## src/design/ssw_pkg.sv

```systemverilog
// supply supervisor package: timing constants and state encoding
// assumes a single free running core clock at CORE_CLK_MHZ
//
// What this block does
// - Reset stays asserted for as long as the undervoltage indication is active.
// - After every reset source clears, reset stays asserted for the full reset_hold_period.
// - With the dual option the active-high output is always the complement of the active-low one.
// - With the manual option, reset is asserted while the filtered manual_reset_n is low.
// - An unconnected manual_reset_n counts as high and never causes a reset.
// - manual_reset_n is debounced and low pulses up to about 100 ns are ignored.
// - With the watchdog option, each rising or falling strobe edge clears the timer; 50 ns pulses count.
// - A full watchdog_period without a clearing event asserts reset, followed by the hold period.
// - Undervoltage or manual reset also clear the watchdog timer.
// - While reset is asserted the watchdog timer stays cleared and restarts only after release.
// - A floating or three-stated strobe disconnects the watchdog so a timeout cannot reset.
`default_nettype none
package ssw_pkg;
    // ==================================================
    // clock and times
    localparam int CORE_CLK_MHZ = 250;
    localparam int WD_PERIOD_MS = 1600;
    localparam int HOLD_PERIOD_MS = 140;
    localparam int MAN_GLITCH_NS = 100;
    localparam int MAN_PULSE_NS = 1000;
    localparam int WD_PULSE_NS = 50;
    // ==================================================
    // derived cycle counts (least times round up, longest down)
    localparam int WD_PERIOD_CYC = WD_PERIOD_MS * CORE_CLK_MHZ * 1000;
    localparam int HOLD_PERIOD_CYC = HOLD_PERIOD_MS * CORE_CLK_MHZ * 1000;
    localparam int MAN_GLITCH_CYC = (MAN_GLITCH_NS * CORE_CLK_MHZ) / 1000;
    localparam int MAN_FILTER_LEN = MAN_GLITCH_CYC + 1;
    localparam int MAN_PULSE_CYC = (MAN_PULSE_NS * CORE_CLK_MHZ + 999) / 1000;
    localparam int WD_PULSE_CYC = (WD_PULSE_NS * CORE_CLK_MHZ + 999) / 1000;
    // ==================================================
    // reset values of the synchronisers
    localparam logic SYNC_UV_RST = 1'h1;
    localparam logic SYNC_MAN_RST = 1'h1;
    localparam logic SYNC_WD_RST = 1'h0;
    localparam logic SYNC_FLOAT_RST = 1'h1;
    // ==================================================
    // supervisor states
    typedef enum logic [2:0]
    {
        SSW_ASSERT = 3'h1,
        SSW_HOLD = 3'h2,
        SSW_RUN = 3'h4
    } ssw_state_e;
endpackage
`default_nettype wire

```

## src/design/ssw_filt_if.sv

```systemverilog
// interface between the supervisor and its input filter
// assumes both ends run on core_clk_i
`timescale 1ns/1ps
`default_nettype none
interface ssw_filt_if;
    logic raw;
    logic filtered;
    // ==================================================
    // filter side takes the raw level and returns the clean one
    modport filt (input raw, output filtered);
    modport user (output raw, input filtered);
endinterface
`default_nettype wire

```

## src/design/ssw_filter.sv

```systemverilog
// debounce and glitch filter for a synchronised level
// assumes raw already passed two flip-flops on core_clk_i
`timescale 1ns/1ps
`default_nettype none
module ssw_filter
    import ssw_pkg::*;
#(
    parameter int LEN = MAN_FILTER_LEN,
    parameter logic RST_LEVEL = 1'h1
)
(
    input wire logic core_clk_i,
    input wire logic reset_n_i,
    ssw_filt_if.filt port_f
);
    localparam int CW = $clog2(LEN + 1);
    localparam logic [CW-1:0] CNT_LAST = CW'(LEN - 1);
    logic level;
    logic next_level;
    logic [CW-1:0] cnt;
    logic [CW-1:0] next_cnt;
    // ==================================================
    // level flips only after LEN differing samples in a row
    always_comb
    begin
        next_level = level;
        next_cnt = '0;
        if (port_f.raw != level)
        begin
            if (cnt == CNT_LAST)
            begin
                next_level = port_f.raw;
            end
            else
            begin
                next_cnt = cnt + CW'(1);
            end
        end
    end
    always_ff @(posedge core_clk_i or negedge reset_n_i)
    begin
        if (!reset_n_i)
        begin
            level <= RST_LEVEL;
            cnt <= '0;
        end
        else
        begin
            level <= next_level;
            cnt <= next_cnt;
        end
    end
    assign port_f.filtered = level;
endmodule // ssw_filter
`default_nettype wire

```

## src/design/ssw_top.sv

```systemverilog
// supply supervisor with manual reset and watchdog
// assumes undervoltage, manual reset, strobe and strobe-float level arrive asynchronously
`timescale 1ns/1ps
`default_nettype none
module ssw_top
    import ssw_pkg::*;
#(
    parameter bit MANUAL_EN = 1'b1,
    parameter bit WATCHDOG_EN = 1'b1,
    parameter bit DUAL_EN = 1'b1,
    parameter int WD_CYC = WD_PERIOD_CYC,
    parameter int HOLD_CYC = HOLD_PERIOD_CYC,
    parameter int FILTER_LEN = MAN_FILTER_LEN
)
(
    input wire logic core_clk_i,
    input wire logic reset_n_i,
    input wire logic undervolt_i,
    input wire logic manual_reset_n_i,
    input wire logic watchdog_strobe_in_i,
    input wire logic watchdog_strobe_float_i,
    output logic reset_n_o,
    output logic reset_o,
    output logic wd_timeout_o
);
    // ==================================================
    // widths and limits
    localparam int WW = $clog2(WD_CYC + 1);
    localparam int HW = $clog2(HOLD_CYC + 1);
    localparam logic [WW-1:0] WD_LAST = WW'(WD_CYC - 1);
    localparam logic [HW-1:0] HOLD_LAST = HW'(HOLD_CYC - 1);

    // ==================================================
    // input synchronisers
    logic uv_meta;
    logic uv_sync;
    logic man_meta;
    logic man_sync;
    logic wd_meta;
    logic wd_sync;
    logic fl_meta;
    logic fl_sync;
    logic next_uv_meta;
    logic next_man_meta;
    logic next_wd_meta;
    logic next_fl_meta;

    // first stage feeds only the second stage
    always_comb
    begin
        next_uv_meta = undervolt_i;
        next_man_meta = manual_reset_n_i;
        next_wd_meta = watchdog_strobe_in_i;
        next_fl_meta = watchdog_strobe_float_i;
    end

    // two flip-flops on every outside level
    always_ff @(posedge core_clk_i or negedge reset_n_i)
    begin
        if (!reset_n_i)
        begin
            uv_meta <= SYNC_UV_RST;
            uv_sync <= SYNC_UV_RST;
            man_meta <= SYNC_MAN_RST;
            man_sync <= SYNC_MAN_RST;
            wd_meta <= SYNC_WD_RST;
            wd_sync <= SYNC_WD_RST;
            fl_meta <= SYNC_FLOAT_RST;
            fl_sync <= SYNC_FLOAT_RST;
        end
        else
        begin
            uv_meta <= next_uv_meta;
            uv_sync <= uv_meta;
            man_meta <= next_man_meta;
            man_sync <= man_meta;
            wd_meta <= next_wd_meta;
            wd_sync <= wd_meta;
            fl_meta <= next_fl_meta;
            fl_sync <= fl_meta;
        end
    end

    // ==================================================
    // manual reset filter
    ssw_filt_if man_if ();
    logic man_clean_n;

    assign man_if.raw = man_sync;

    ssw_filter #(
        .LEN(FILTER_LEN),
        .RST_LEVEL(SYNC_MAN_RST)
    ) u_man_filter (
        .core_clk_i(core_clk_i),
        .reset_n_i(reset_n_i),
        .port_f(man_if.filt)
    );

    // an absent option reads as a released button
    assign man_clean_n = MANUAL_EN ? man_if.filtered : 1'b1;

    // ==================================================
    // reset sources
    logic src_active;
    logic wd_edge;
    logic wd_live;
    logic wd_expire;
    logic wd_prev;
    logic next_wd_prev;

    // level sources keep reset asserted while present
    assign src_active = uv_sync || !man_clean_n;
    // strobe edge in either direction
    assign wd_edge = wd_sync ^ wd_prev;
    // watchdog counts only when built and driven
    assign wd_live = WATCHDOG_EN && !fl_sync;

    // ==================================================
    // supervisor state machine
    ssw_state_e state;
    ssw_state_e next_state;
    logic [HW-1:0] hold_cnt;
    logic [HW-1:0] next_hold_cnt;
    logic [WW-1:0] wd_cnt;
    logic [WW-1:0] next_wd_cnt;
    logic rst_q;
    logic next_rst_q;
    logic expire_q;
    logic next_expire_q;

    // timeout fires when the timer runs a full period undisturbed
    assign wd_expire = (state == SSW_RUN) && wd_live && !wd_edge && (wd_cnt == WD_LAST);

    // next state, hold count and watchdog count
    always_comb
    begin
        next_state = state;
        next_hold_cnt = '0;
        case (state)
            SSW_ASSERT:
            begin
                if (!src_active)
                begin
                    next_state = SSW_HOLD;
                end
            end
            SSW_HOLD:
            begin
                if (src_active)
                begin
                    next_state = SSW_ASSERT;
                end
                else if (hold_cnt == HOLD_LAST)
                begin
                    next_state = SSW_RUN;
                end
                else
                begin
                    next_hold_cnt = hold_cnt + HW'(1);
                end
            end
            SSW_RUN:
            begin
                if (src_active)
                begin
                    next_state = SSW_ASSERT;
                end
                else if (wd_expire)
                begin
                    next_state = SSW_HOLD;
                end
            end
            default:
            begin
                next_state = SSW_ASSERT;
            end
        endcase
        // timer stays cleared while reset is out, on any edge and when floating
        // the first cycle of run still shows a cleared timer, so a period is WD_CYC cycles
        if (state != SSW_RUN || next_state != SSW_RUN || wd_edge || !wd_live)
        begin
            next_wd_cnt = '0;
        end
        else if (wd_cnt == WD_LAST)
        begin
            next_wd_cnt = wd_cnt;
        end
        else
        begin
            next_wd_cnt = wd_cnt + WW'(1);
        end
        next_rst_q = (next_state != SSW_RUN);
        next_expire_q = wd_expire;
        next_wd_prev = wd_sync;
    end

    // registers of the state machine
    always_ff @(posedge core_clk_i or negedge reset_n_i)
    begin
        if (!reset_n_i)
        begin
            state <= SSW_ASSERT;
            hold_cnt <= '0;
            wd_cnt <= '0;
            rst_q <= 1'b1;
            expire_q <= 1'b0;
            wd_prev <= SYNC_WD_RST;
        end
        else
        begin
            state <= next_state;
            hold_cnt <= next_hold_cnt;
            wd_cnt <= next_wd_cnt;
            rst_q <= next_rst_q;
            expire_q <= next_expire_q;
            wd_prev <= next_wd_prev;
        end
    end

    // ==================================================
    // outputs, both reset outputs from the one reset flop, timeout from expire_q
    assign reset_n_o = !rst_q;
    assign reset_o = DUAL_EN ? rst_q : 1'b0;
    assign wd_timeout_o = expire_q;
endmodule // ssw_top
`default_nettype wire

```

## config.mk

```make
export PLATFORM = sky130hd
export DESIGN_NAME = ssw_top
export DESIGN_NICKNAME = d
export VERILOG_FILES = /design/src/design/ssw_pkg.sv /design/src/design/ssw_filt_if.sv /design/src/design/ssw_filter.sv /design/src/design/ssw_top.sv
export SDC_FILE = /design/constraint.sdc
export NUM_CORES = 1
export LEC_CHECK = 0
export BUFFER_PORTS_ARGS = -buffer_cell sky130_fd_sc_hd__buf_2
export CAP_MARGIN = 20
export CORE_ASPECT_RATIO = 0.7
export CORE_UTILIZATION = 32
export CTS_CLUSTER_DIAMETER = 60
export CTS_CLUSTER_SIZE = 10
export DETAILED_ROUTE_END_ITERATION = 8
export HOLD_SLACK_MARGIN = 0.1
export PLACE_DENSITY_LB_ADDON = 0.25
export REMOVE_ABC_BUFFERS = 1
export SYNTH_ARGS = -nofsm -noshare
export SYNTH_HDL_FRONTEND = slang
export SYNTH_HIERARCHICAL = 1
export SYNTH_SLANG_ARGS = --single-unit
```

## constraint.sdc

```tcl
create_clock -name core_clk_i -period 4.1 [get_ports core_clk_i]
set_clock_uncertainty 0.2 [all_clocks]
set_input_delay 0.615 -clock core_clk_i [delete_from_list [all_inputs] [get_ports core_clk_i]]
set_output_delay 0.615 -clock core_clk_i [all_outputs]
set_load 0.005 [all_outputs]
```

==> results by group, run 1 <==
Outcome
  • Status: finished, final reports clean

Clock tree
  • CTS max path bufs: 2
  • Sink Count: 75
  • Root buffer cell: clkbuf_16
  • Htree depth: 3
  • Post-CTS Resized: 0
  • Clock latency on the worst-skew pair: 330 ps
  • CTS Buf Count: 9
  • CTS tree: built
  • Post-CTS setup buffers: 0
  • Post-CTS Hold Buffers: 0
  • Reg clk slew, reported paths: 60 ps

Run
  • # Max-Cap Violations: 0

Critical path
  • Setup crit start kind: register
  • CP endpoint kind: register
  • Worst EP required: 4070 ps
  • Reg-to-reg slack, setup: 1310 ps
  • R2r startpoint: wd_cnt[0]
  • Critical path type: reg -> reg
  • Crit path arrival time: 2760 ps
  • RR Endpoint: wd_cnt[15]
  • Cells on worst reg2reg path: 6
  • CP max FO: 28

Die
  • Die X: 127 um
  • Die ar.: 0.0114 mm2
  • Starting Density: 33.4%
  • Core ar.: 0.0105 mm2
  • Die Y: 89.6 um
  • I/O Pins: 9
  • Site row count: 31

Detailed routing
  • DR pass1 iterations: 5
  • WL per Instance: 13.0 um
  • Vias per cell: 4.59
  • DR iter-0 viols: 161
  • WL final: 6580 um
  • Antenna-violating nets left: 0
  • Drt drc: 0
  • Routed vias: 2334

Pwr
  • LEAKAGE: 1.58 nW
  • Pwr dens: 382 mW/mm2
  • Worst vdd ir: 0.239 mV

Yosys
  • Yosys cell types: 33
  • Syn Inst Count: 345
  • Top FF cell, synth: dfrtp_1
  • Async set or reset register ratio after synthesis: 100%
  • Mapped cell area: 0.00351 mm2
  • Syn Area/Cell: 10.2 um2
  • Synthesized flop and latch total: 75
  • Post-synth EDFFs: 0
  • Seq/Total Area, Yosys: 53.8%
  • Yosys warnings: 6

Global route
  • Vias in the first global route: 2156
  • Overflow after GRT: 0
  • Pin count of the biggest net entering global routing: 76
  • Gr usage total: 12.9%
  • Initial antenna violation count: 0
  • First-pass GRT wire length: 10900 um

Layout
  • Final #Nets: 365
  • Post-route insts no fill: 508
  • Most frequent cells in the layout: nor2_1 (68), dfrtp_1 (66), xor2_1 (30)
  • N_diodes: 0
  • Register cell area after layout: 0.00189 mm2
  • Fillcell total: 1061
  • Share of cells above drive strength 1: 10.0%
  • Area of the multi-input gates: 0.00153 mm2
  • Final core occ: 37.7%
  • Syn-to-layout area delta: 12.8%
  • Fin area: 0.00396 mm2
  • Most common cell after layout, fill and taps aside: nor2_1

STA
  • Setup TNS: 0 ps
  • WHS: 150 ps
  • Final Critical Period: 2790 ps
  • RSZ-0062 raised after global routing: false
  • Final worst path period share: 68.0%
  • Max frequency: 0.359 GHz
  • Final setup viols: 0
  • Pins over their slew limit: 0
  • Final hold vios: 0
  • Worst-margin pin slew: 937 ps
  • Relative slew slack: 37.5%

Placement
  • Placer Congestion: 0.769
  • Area post-placement: 0.00368 mm2
  • # port buffers: 8
  • Dpl hpwl: 4440 um
  • Placed cells: 492

Worst hold path
  • Hold_sp: wd_meta
  • Hold Path Sink: next_wd_prev
  • Hold Path Depth: 0
  • Worst min-delay path category: reg -> reg
routing by layer:
metal  vias up  routed length, um  global-route usage (%)
li1       1198                  -                       -
met1      1097               3700                    18.9
met3         7                261                    4.44
met5         -                  0                       0
met2        32               2550                    16.7
met4         0                 74                    5.84
worst max-delay path, stage by stage (launching register included):
cell and delay [ps]:
dfrtp_1 380, ha_1 270, nand4_1 150, or4_1 610, nor2_1 120, or3_1 730, nor3_1 140
cell usage after synthesis, types with 2 or more instances:
master     n  area share (%)
buf_2      4            0.57
nand3_1   20             2.9
nor2_1    68             7.3
xnor2_1   23             5.7
or4_1      2            0.43
buf_6      3            0.96
dfrtp_1   66              47
ha_1       4             1.4
dfstp_2    9             6.7
clkbuf_1   2            0.21
and3_1    12             2.1
and4_1     3            0.75
or3_1      5            0.89
nor3_1    11             1.6
xor2_1    30             7.5
inv_1      9            0.96
nor4bb_1   3            0.86
and2_1     2            0.36
nand2_1   22             2.4
a21oi_1    4            0.57
nand4_1   20             3.6
nor4_1     8             1.4
o21ai_0    5            0.71
report_power, final:
part	internal, mW	switching [mW]
clock network	0.440	0.294
logic	0.00599	0.0180
registers	0.750	0.00451
logic make-up after synthesis:
group,Yosys count,synth area share [%]
AOI/OAI and AO/OA,10,1.50
xor gates and xnor gates,53,13.2
adders and majority gates,4,1.43
buffers and inverters,18,2.71
DFF,75,53.8
muxes,1,0.428
and+or+nand+nor,184,26.9
through the flow:
| stage | setup WS (ps) | power, mW |
|---|---|---|
| global route | 1050 | 1.58 |
| detailed placement | 1300 | 0.793 |
| finish | 1310 | 1.51 |
| global placement | 1370 | 0.792 |
| CTS | 1290 | 1.55 |
| floorplan | 1740 | 0.773 |
state kept, by name, summed over array words and instances, names as in the netlist, 3 cells and up:
signal,flops
wd_cnt,29
state,3
hold_cnt,26
u_man_filter/cnt,5
layout make-up:
class	instances	area share [%]
Tap cell	148	4.68
Clock inverter	4	0.632
Timing Repair Buffer	8	1.07
Sequential cell	75	47.7
Multi-Input combinational cell	252	38.6
Inverter	9	0.853
Clock buffer	12	6.48
worst max-delay path by stage:
stage	endpoint	start	slack [ps]
after detailed placement	wd_cnt[15]	wd_cnt[0]	1300
after CTS	wd_cnt[15]	wd_cnt[0]	1290
after global routing	wd_cnt[5]	wd_cnt[0]	1050
final	wd_cnt[15]	wd_cnt[0]	1310
after global placement	wd_cnt[15]	wd_cnt[0]	1370
after floorplan	wd_cnt[15]	wd_cnt[0]	1740
Power figures use the tool's default switching activity.
==> inputs of run 2 (changes only) <==
Clock period 4.1 ns to 2.3 ns, I/O delays scaled along.
==> results by group, run 2 (synthesis results as in run 1) <==
Outcome
  • Status: finished, final reports clean

Critical path
  • Crit path arrival time: 2290 ps
  • Slowest CP cell: or3b_1
  • CP max FO: 28
  • Critical path type: reg -> reg
  • CP endpoint kind: register
  • Setup crit start kind: register
  • Cell depth of the worst setup path: 5
  • Worst EP required: 2350 ps
  • Most frequent cell on the critical path: or3_4
  • Reg-to-reg slack, setup: 70 ps
  • Crit path max-delay family: simple AND/OR/NAND/NOR gates
  • Crit path cell chain: or3b_1 -> or3_4 -> or3_4 -> buf_12 -> nor3_2
  • RR Endpoint: wd_cnt[15]
  • WP buf/inv: 1
  • Cells on worst reg2reg path: 5
  • CP max stage delay: 420 ps
  • R2r startpoint: state[0]

Global route
  • First-pass GRT wire length: 11900 um
  • Gr usage total: 13.9%
  • Pin count of the biggest net entering global routing: 42
  • Overflow after GRT: 0
  • Vias in the first global route: 2314
  • Initial antenna violation count: 0

Layout
  • Post-route insts no fill: 533
  • Syn-to-layout area delta: 20.5%
  • Top Registers: wd_cnt x29, hold_cnt x26, u_man_filter/cnt x5
  • Most common cell after layout, fill and taps aside: nor2_1
  • Most frequent cells in the layout: nor2_1 (68), dfrtp_1 (66), xor2_1 (30)
  • N_diodes: 0
  • Reg with most FFs: wd_cnt
  • Final #Nets: 390
  • Final core occ: 40.2%
  • Share of cells above drive strength 1: 15.6%
  • Max reg flops: 29

STA
  • Final worst path period share: 97.2%
  • Relative slew slack: 64.2%
  • Worst-margin pin slew: 533 ps
  • Final hold vios: 0
  • Final Critical Period: 2230 ps
  • RSZ-0062 raised after global routing: false
  • Max frequency: 0.447 GHz
  • Final setup viols: 0
  • Min setup slack post-route: 65.3 ps
  • WHS: 147 ps
  • Pins over their slew limit: 0

Clock tree
  • Clock latency on the worst-skew pair: 330 ps
  • Root buffer cell: clkbuf_16
  • CTS Buf Count: 9
  • CTS tree: built
  • Reg clk slew, reported paths: 60 ps
  • Sink Count: 75
  • CTS max path bufs: 2
  • Htree depth: 3

Placement
  • Dpl hpwl: 4640 um
  • Setup WS pre-CTS: 14.9 ps
  • # port buffers: 8
  • Placer Congestion: 0.763
  • Placed cells: 510

Detailed routing
  • DR pass1 iterations: 4
  • Routed vias: 2468
  • WL final: 6870 um
  • Drt drc: 0
  • Vias per cell: 4.63
  • WL per Instance: 12.9 um
  • Antenna-violating nets left: 0
  • DR iter-0 viols: 126

Worst hold path
  • Worst min-delay path category: reg -> reg
  • Hold Path Sink: next_wd_prev
  • Hold_sp: wd_meta
  • Hold Path Depth: 0

Die
  • Site row count: 31
  • I/O Pins: 9
  • Starting Density: 33.4%
  • Die Y: 89.6 um
  • Die X: 127 um
  • Core ar.: 0.0105 mm2
  • Die ar.: 0.0114 mm2

Run
  • # Max-Cap Violations: 0

Pwr
  • Design Power: 2.79 mW
  • Worst vdd ir: 0.421 mV
  • Pwr dens: 659 mW/mm2
  • LEAKAGE: 1.73 nW
-- run 2: cell count changes in the layout (fill, tap and decap cells not counted), moves of 2 or more --
cell	delta
buf_4	+17
nor3_2	+2
buf_12	+3
nor3_1	-2
dlygate4sd3_1	+5
-- run 2: stage by stage --
stage                     area, um2  TNS (ps)
final                          4230         0
after global routing           4230         0
after CTS                      4200         0
after detailed placement       3850         0
after global placement         3850         0
after floorplan                3450      -826
-- run 2: what timing repair did --
item                                    in CTS  in global routing
endpoints found under the setup margin       1                  3
hold endpoints to repair                    34                  0
resized for setup                            1                  3
buffers inserted                             0                  2
hold buffers                                 5                  0
-- run 2: metal layers --
| metal | GRT usage [%] | part of all wire, % |
|---|---|---|
| met5 | 0 | 0 |
| met4 | 6.49 | 1.7 |
| met3 | 3.55 | 4.6 |
| met2 | 17.9 | 38 |
| met1 | 21.1 | 56 |
-- run 2: how the worst max path moves through the flow --
stage	endpoint	slack [ps]	from
floorplan	wd_cnt[15]	-60	wd_cnt[0]
global placement	state[2]	10	wd_cnt[0]
detailed placement	state[2]	10	wd_cnt[0]
CTS	wd_cnt[15]	6	state[0]
global route	hold_cnt[11]	4	hold_cnt[0]
finish	wd_cnt[15]	70	state[0]
-- run 2: final cells by class --
| class | instances | area [um2] |
|---|---|---|
| Fill cell | 1028 | 6280 |
| Multi-Input combinational cell | 252 | 1550 |
| Clock buffer | 11 | 243 |
| Tap cell | 148 | 185 |
| Timing Repair Buffer | 33 | 280 |
| Clock inverter | 5 | 52.6 |
| Inverter | 9 | 33.8 |
| Sequential cell | 75 | 1890 |
-- run 2: power breakdown --
| group | switching, mW | internal [mW] |
|---|---|---|
| Combinational | 0.0332 | 0.0194 |
| Sequential | 0.00825 | 1.34 |
| Clock | 0.528 | 0.863 |
==> inputs of run 3 (changes only) <==
Settings changed: BUFFER_PORTS_ARGS -buffer_cell sky130_fd_sc_hd__buf_2 to -buffer_cell sky130_fd_sc_hd__buf_4, CORE_UTILIZATION 32 to 56.
==> results by group, run 3 (synthesis results as in run 1) <==
Critical path
  • Setup crit start kind: register
  • CP max stage delay: 410 ps
  • Critical path type: reg -> reg
  • Most frequent cell on the critical path: or3_4
  • Crit path cell chain: or3b_4 -> or3_4 -> or3_4 -> buf_12 -> nor3_1
  • CP endpoint kind: register
  • Slowest CP cell: or3_4
  • CP max FO: 28
  • Worst EP required: 2360 ps
  • Crit path arrival time: 2290 ps

Layout
  • Top Registers: wd_cnt x29, hold_cnt x26, u_man_filter/cnt x5
  • N_diodes: 0
  • Share of cells above drive strength 1: 14.7%
  • Syn-to-layout area delta: 13.6%
  • Most common cell after layout, fill and taps aside: nor2_1
  • Reg with most FFs: wd_cnt
  • Register cell area after layout: 0.00189 mm2
  • Most frequent cells in the layout: nor2_1 (68), dfrtp_1 (66), xor2_1 (30)
  • Fillcell total: 475
  • Fin area: 0.00399 mm2
  • Final #Nets: 387
  • Max reg flops: 29
  • Area of the multi-input gates: 0.00155 mm2
  • Post-route insts no fill: 457

Placement
  • Area post-placement: 0.00376 mm2
  • # port buffers: 8
  • Dpl hpwl: 4670 um
  • Placed cells: 436
  • Placer Congestion: 0.815

Outcome
  • Status: finished, final reports clean

Die
  • Die Y: 68.2 um
  • Die ar.: 0.00659 mm2
  • Starting Density: 59.8%
  • Die X: 96.6 um
  • I/O Pins: 9
  • Core ar.: 0.00587 mm2
  • Site row count: 23

Worst hold path
  • Worst min-delay path category: reg -> reg

Clock tree
  • CTS max path bufs: 2
  • Root buffer cell: clkbuf_8
  • Sink Count: 75
  • Reg clk slew, reported paths: 70 ps
  • Clock latency on the worst-skew pair: 340 ps
  • Htree depth: 3
  • CTS tree: built
  • Post-CTS setup buffers: 0
  • CTS Buf Count: 9

Detailed routing
  • DR pass1 iterations: 4
  • DR iter-0 viols: 159
  • Routed vias: 2488
  • WL final: 6510 um
  • Drt drc: 0
  • WL per Instance: 14.2 um
  • Antenna-violating nets left: 0
  • Vias per cell: 5.44

Global route
  • Gr usage total: 22.5%
  • Initial antenna violation count: 0
  • Pin count of the biggest net entering global routing: 51
  • First-pass GRT wire length: 11400 um
  • Overflow after GRT: 0
  • Vias in the first global route: 2402

STA
  • Final Critical Period: 2230 ps
  • Final setup viols: 0
  • Relative slew slack: 63.5%
  • Max frequency: 0.448 GHz
  • Pins over their slew limit: 0
  • RSZ-0062 raised after global routing: false
  • Final worst path period share: 97.1%
  • Worst-margin pin slew: 539 ps
  • Final hold vios: 0

Pwr
  • LEAKAGE: 1.66 nW
  • Worst vdd ir: 0.454 mV
  • Pwr dens: 564 mW/mm2

Run
  • # Max-Cap Violations: 0
[run 3: through the flow]
stage | setup TNS [ps] | util (%) | worst slack, ps | power [mW] | hold slack, ps
after floorplan | -826 | - | -62.5 | 1.38 | -151
after global placement | 0 | 64.0 | 114 | 1.42 | 73.7
after detailed placement | 0 | 64.0 | 24.7 | 1.42 | 75.1
after CTS | 0 | 67.6 | 10.8 | 2.29 | 161
after global routing | 0 | 68.0 | 6.84 | 2.35 | 165
final | 0 | 68.0 | 66.1 | 2.25 | 157
[run 3: final timing paths]
kind	startpoint	end	slack [ps]	cells after the start
setup / recovery	state[0]	wd_cnt[15]	70	5
hold / removal	wd_meta	next_wd_prev	160	0
setup reg to reg	state[0]	wd_cnt[15]	70	5
hold reg to reg	wd_meta	next_wd_prev	160	0
max in group asynchronous	reset_n_i	fl_meta	1030	3
min in group asynchronous	reset_n_i	u_man_filter/cnt[0]	240	2
[run 3: metal layers]
| layer | GRT usage (%) | share of wire, % | up-vias |
|---|---|---|---|
| met3 | 6.54 | 4.5 | 7 |
| met2 | 33.6 | 41 | 44 |
| met4 | 5.22 | 0.84 | 0 |
| met5 | 0 | 0 | - |
| li1 | - | - | 1242 |
| met1 | 32.5 | 53 | 1195 |
[run 3: area by class of cell]
| class | instances | share of cell area, % |
|---|---|---|
| repair buffers | 30 | 6.59 |
| clock buffers | 13 | 3.73 |
| well taps | 75 | 2.35 |
| multi-input cells | 252 | 38.8 |
| flip-flops and latches | 75 | 47.3 |
| clock inverters | 3 | 0.376 |
| inverters | 9 | 0.847 |
[run 3: where the power goes]
group	switching (mW)	internal, mW
logic	0.0330	0.0213
registers	0.00817	1.34
clock network	0.437	0.417
[run 3: timing repair]
action / in CTS / in global routing
resized for setup: 0 / 5
hold buffers: 5 / 0
setup endpoints to repair: 0 / 55
hold endpoints to repair: 74 / 0
[run 3: worst max-delay path: cells and delay by family (launching register included)]
kind	cells	cell delay, ps
DFF	1	390
buffers and inverters	1	170
and+or+nand+nor	4	1390
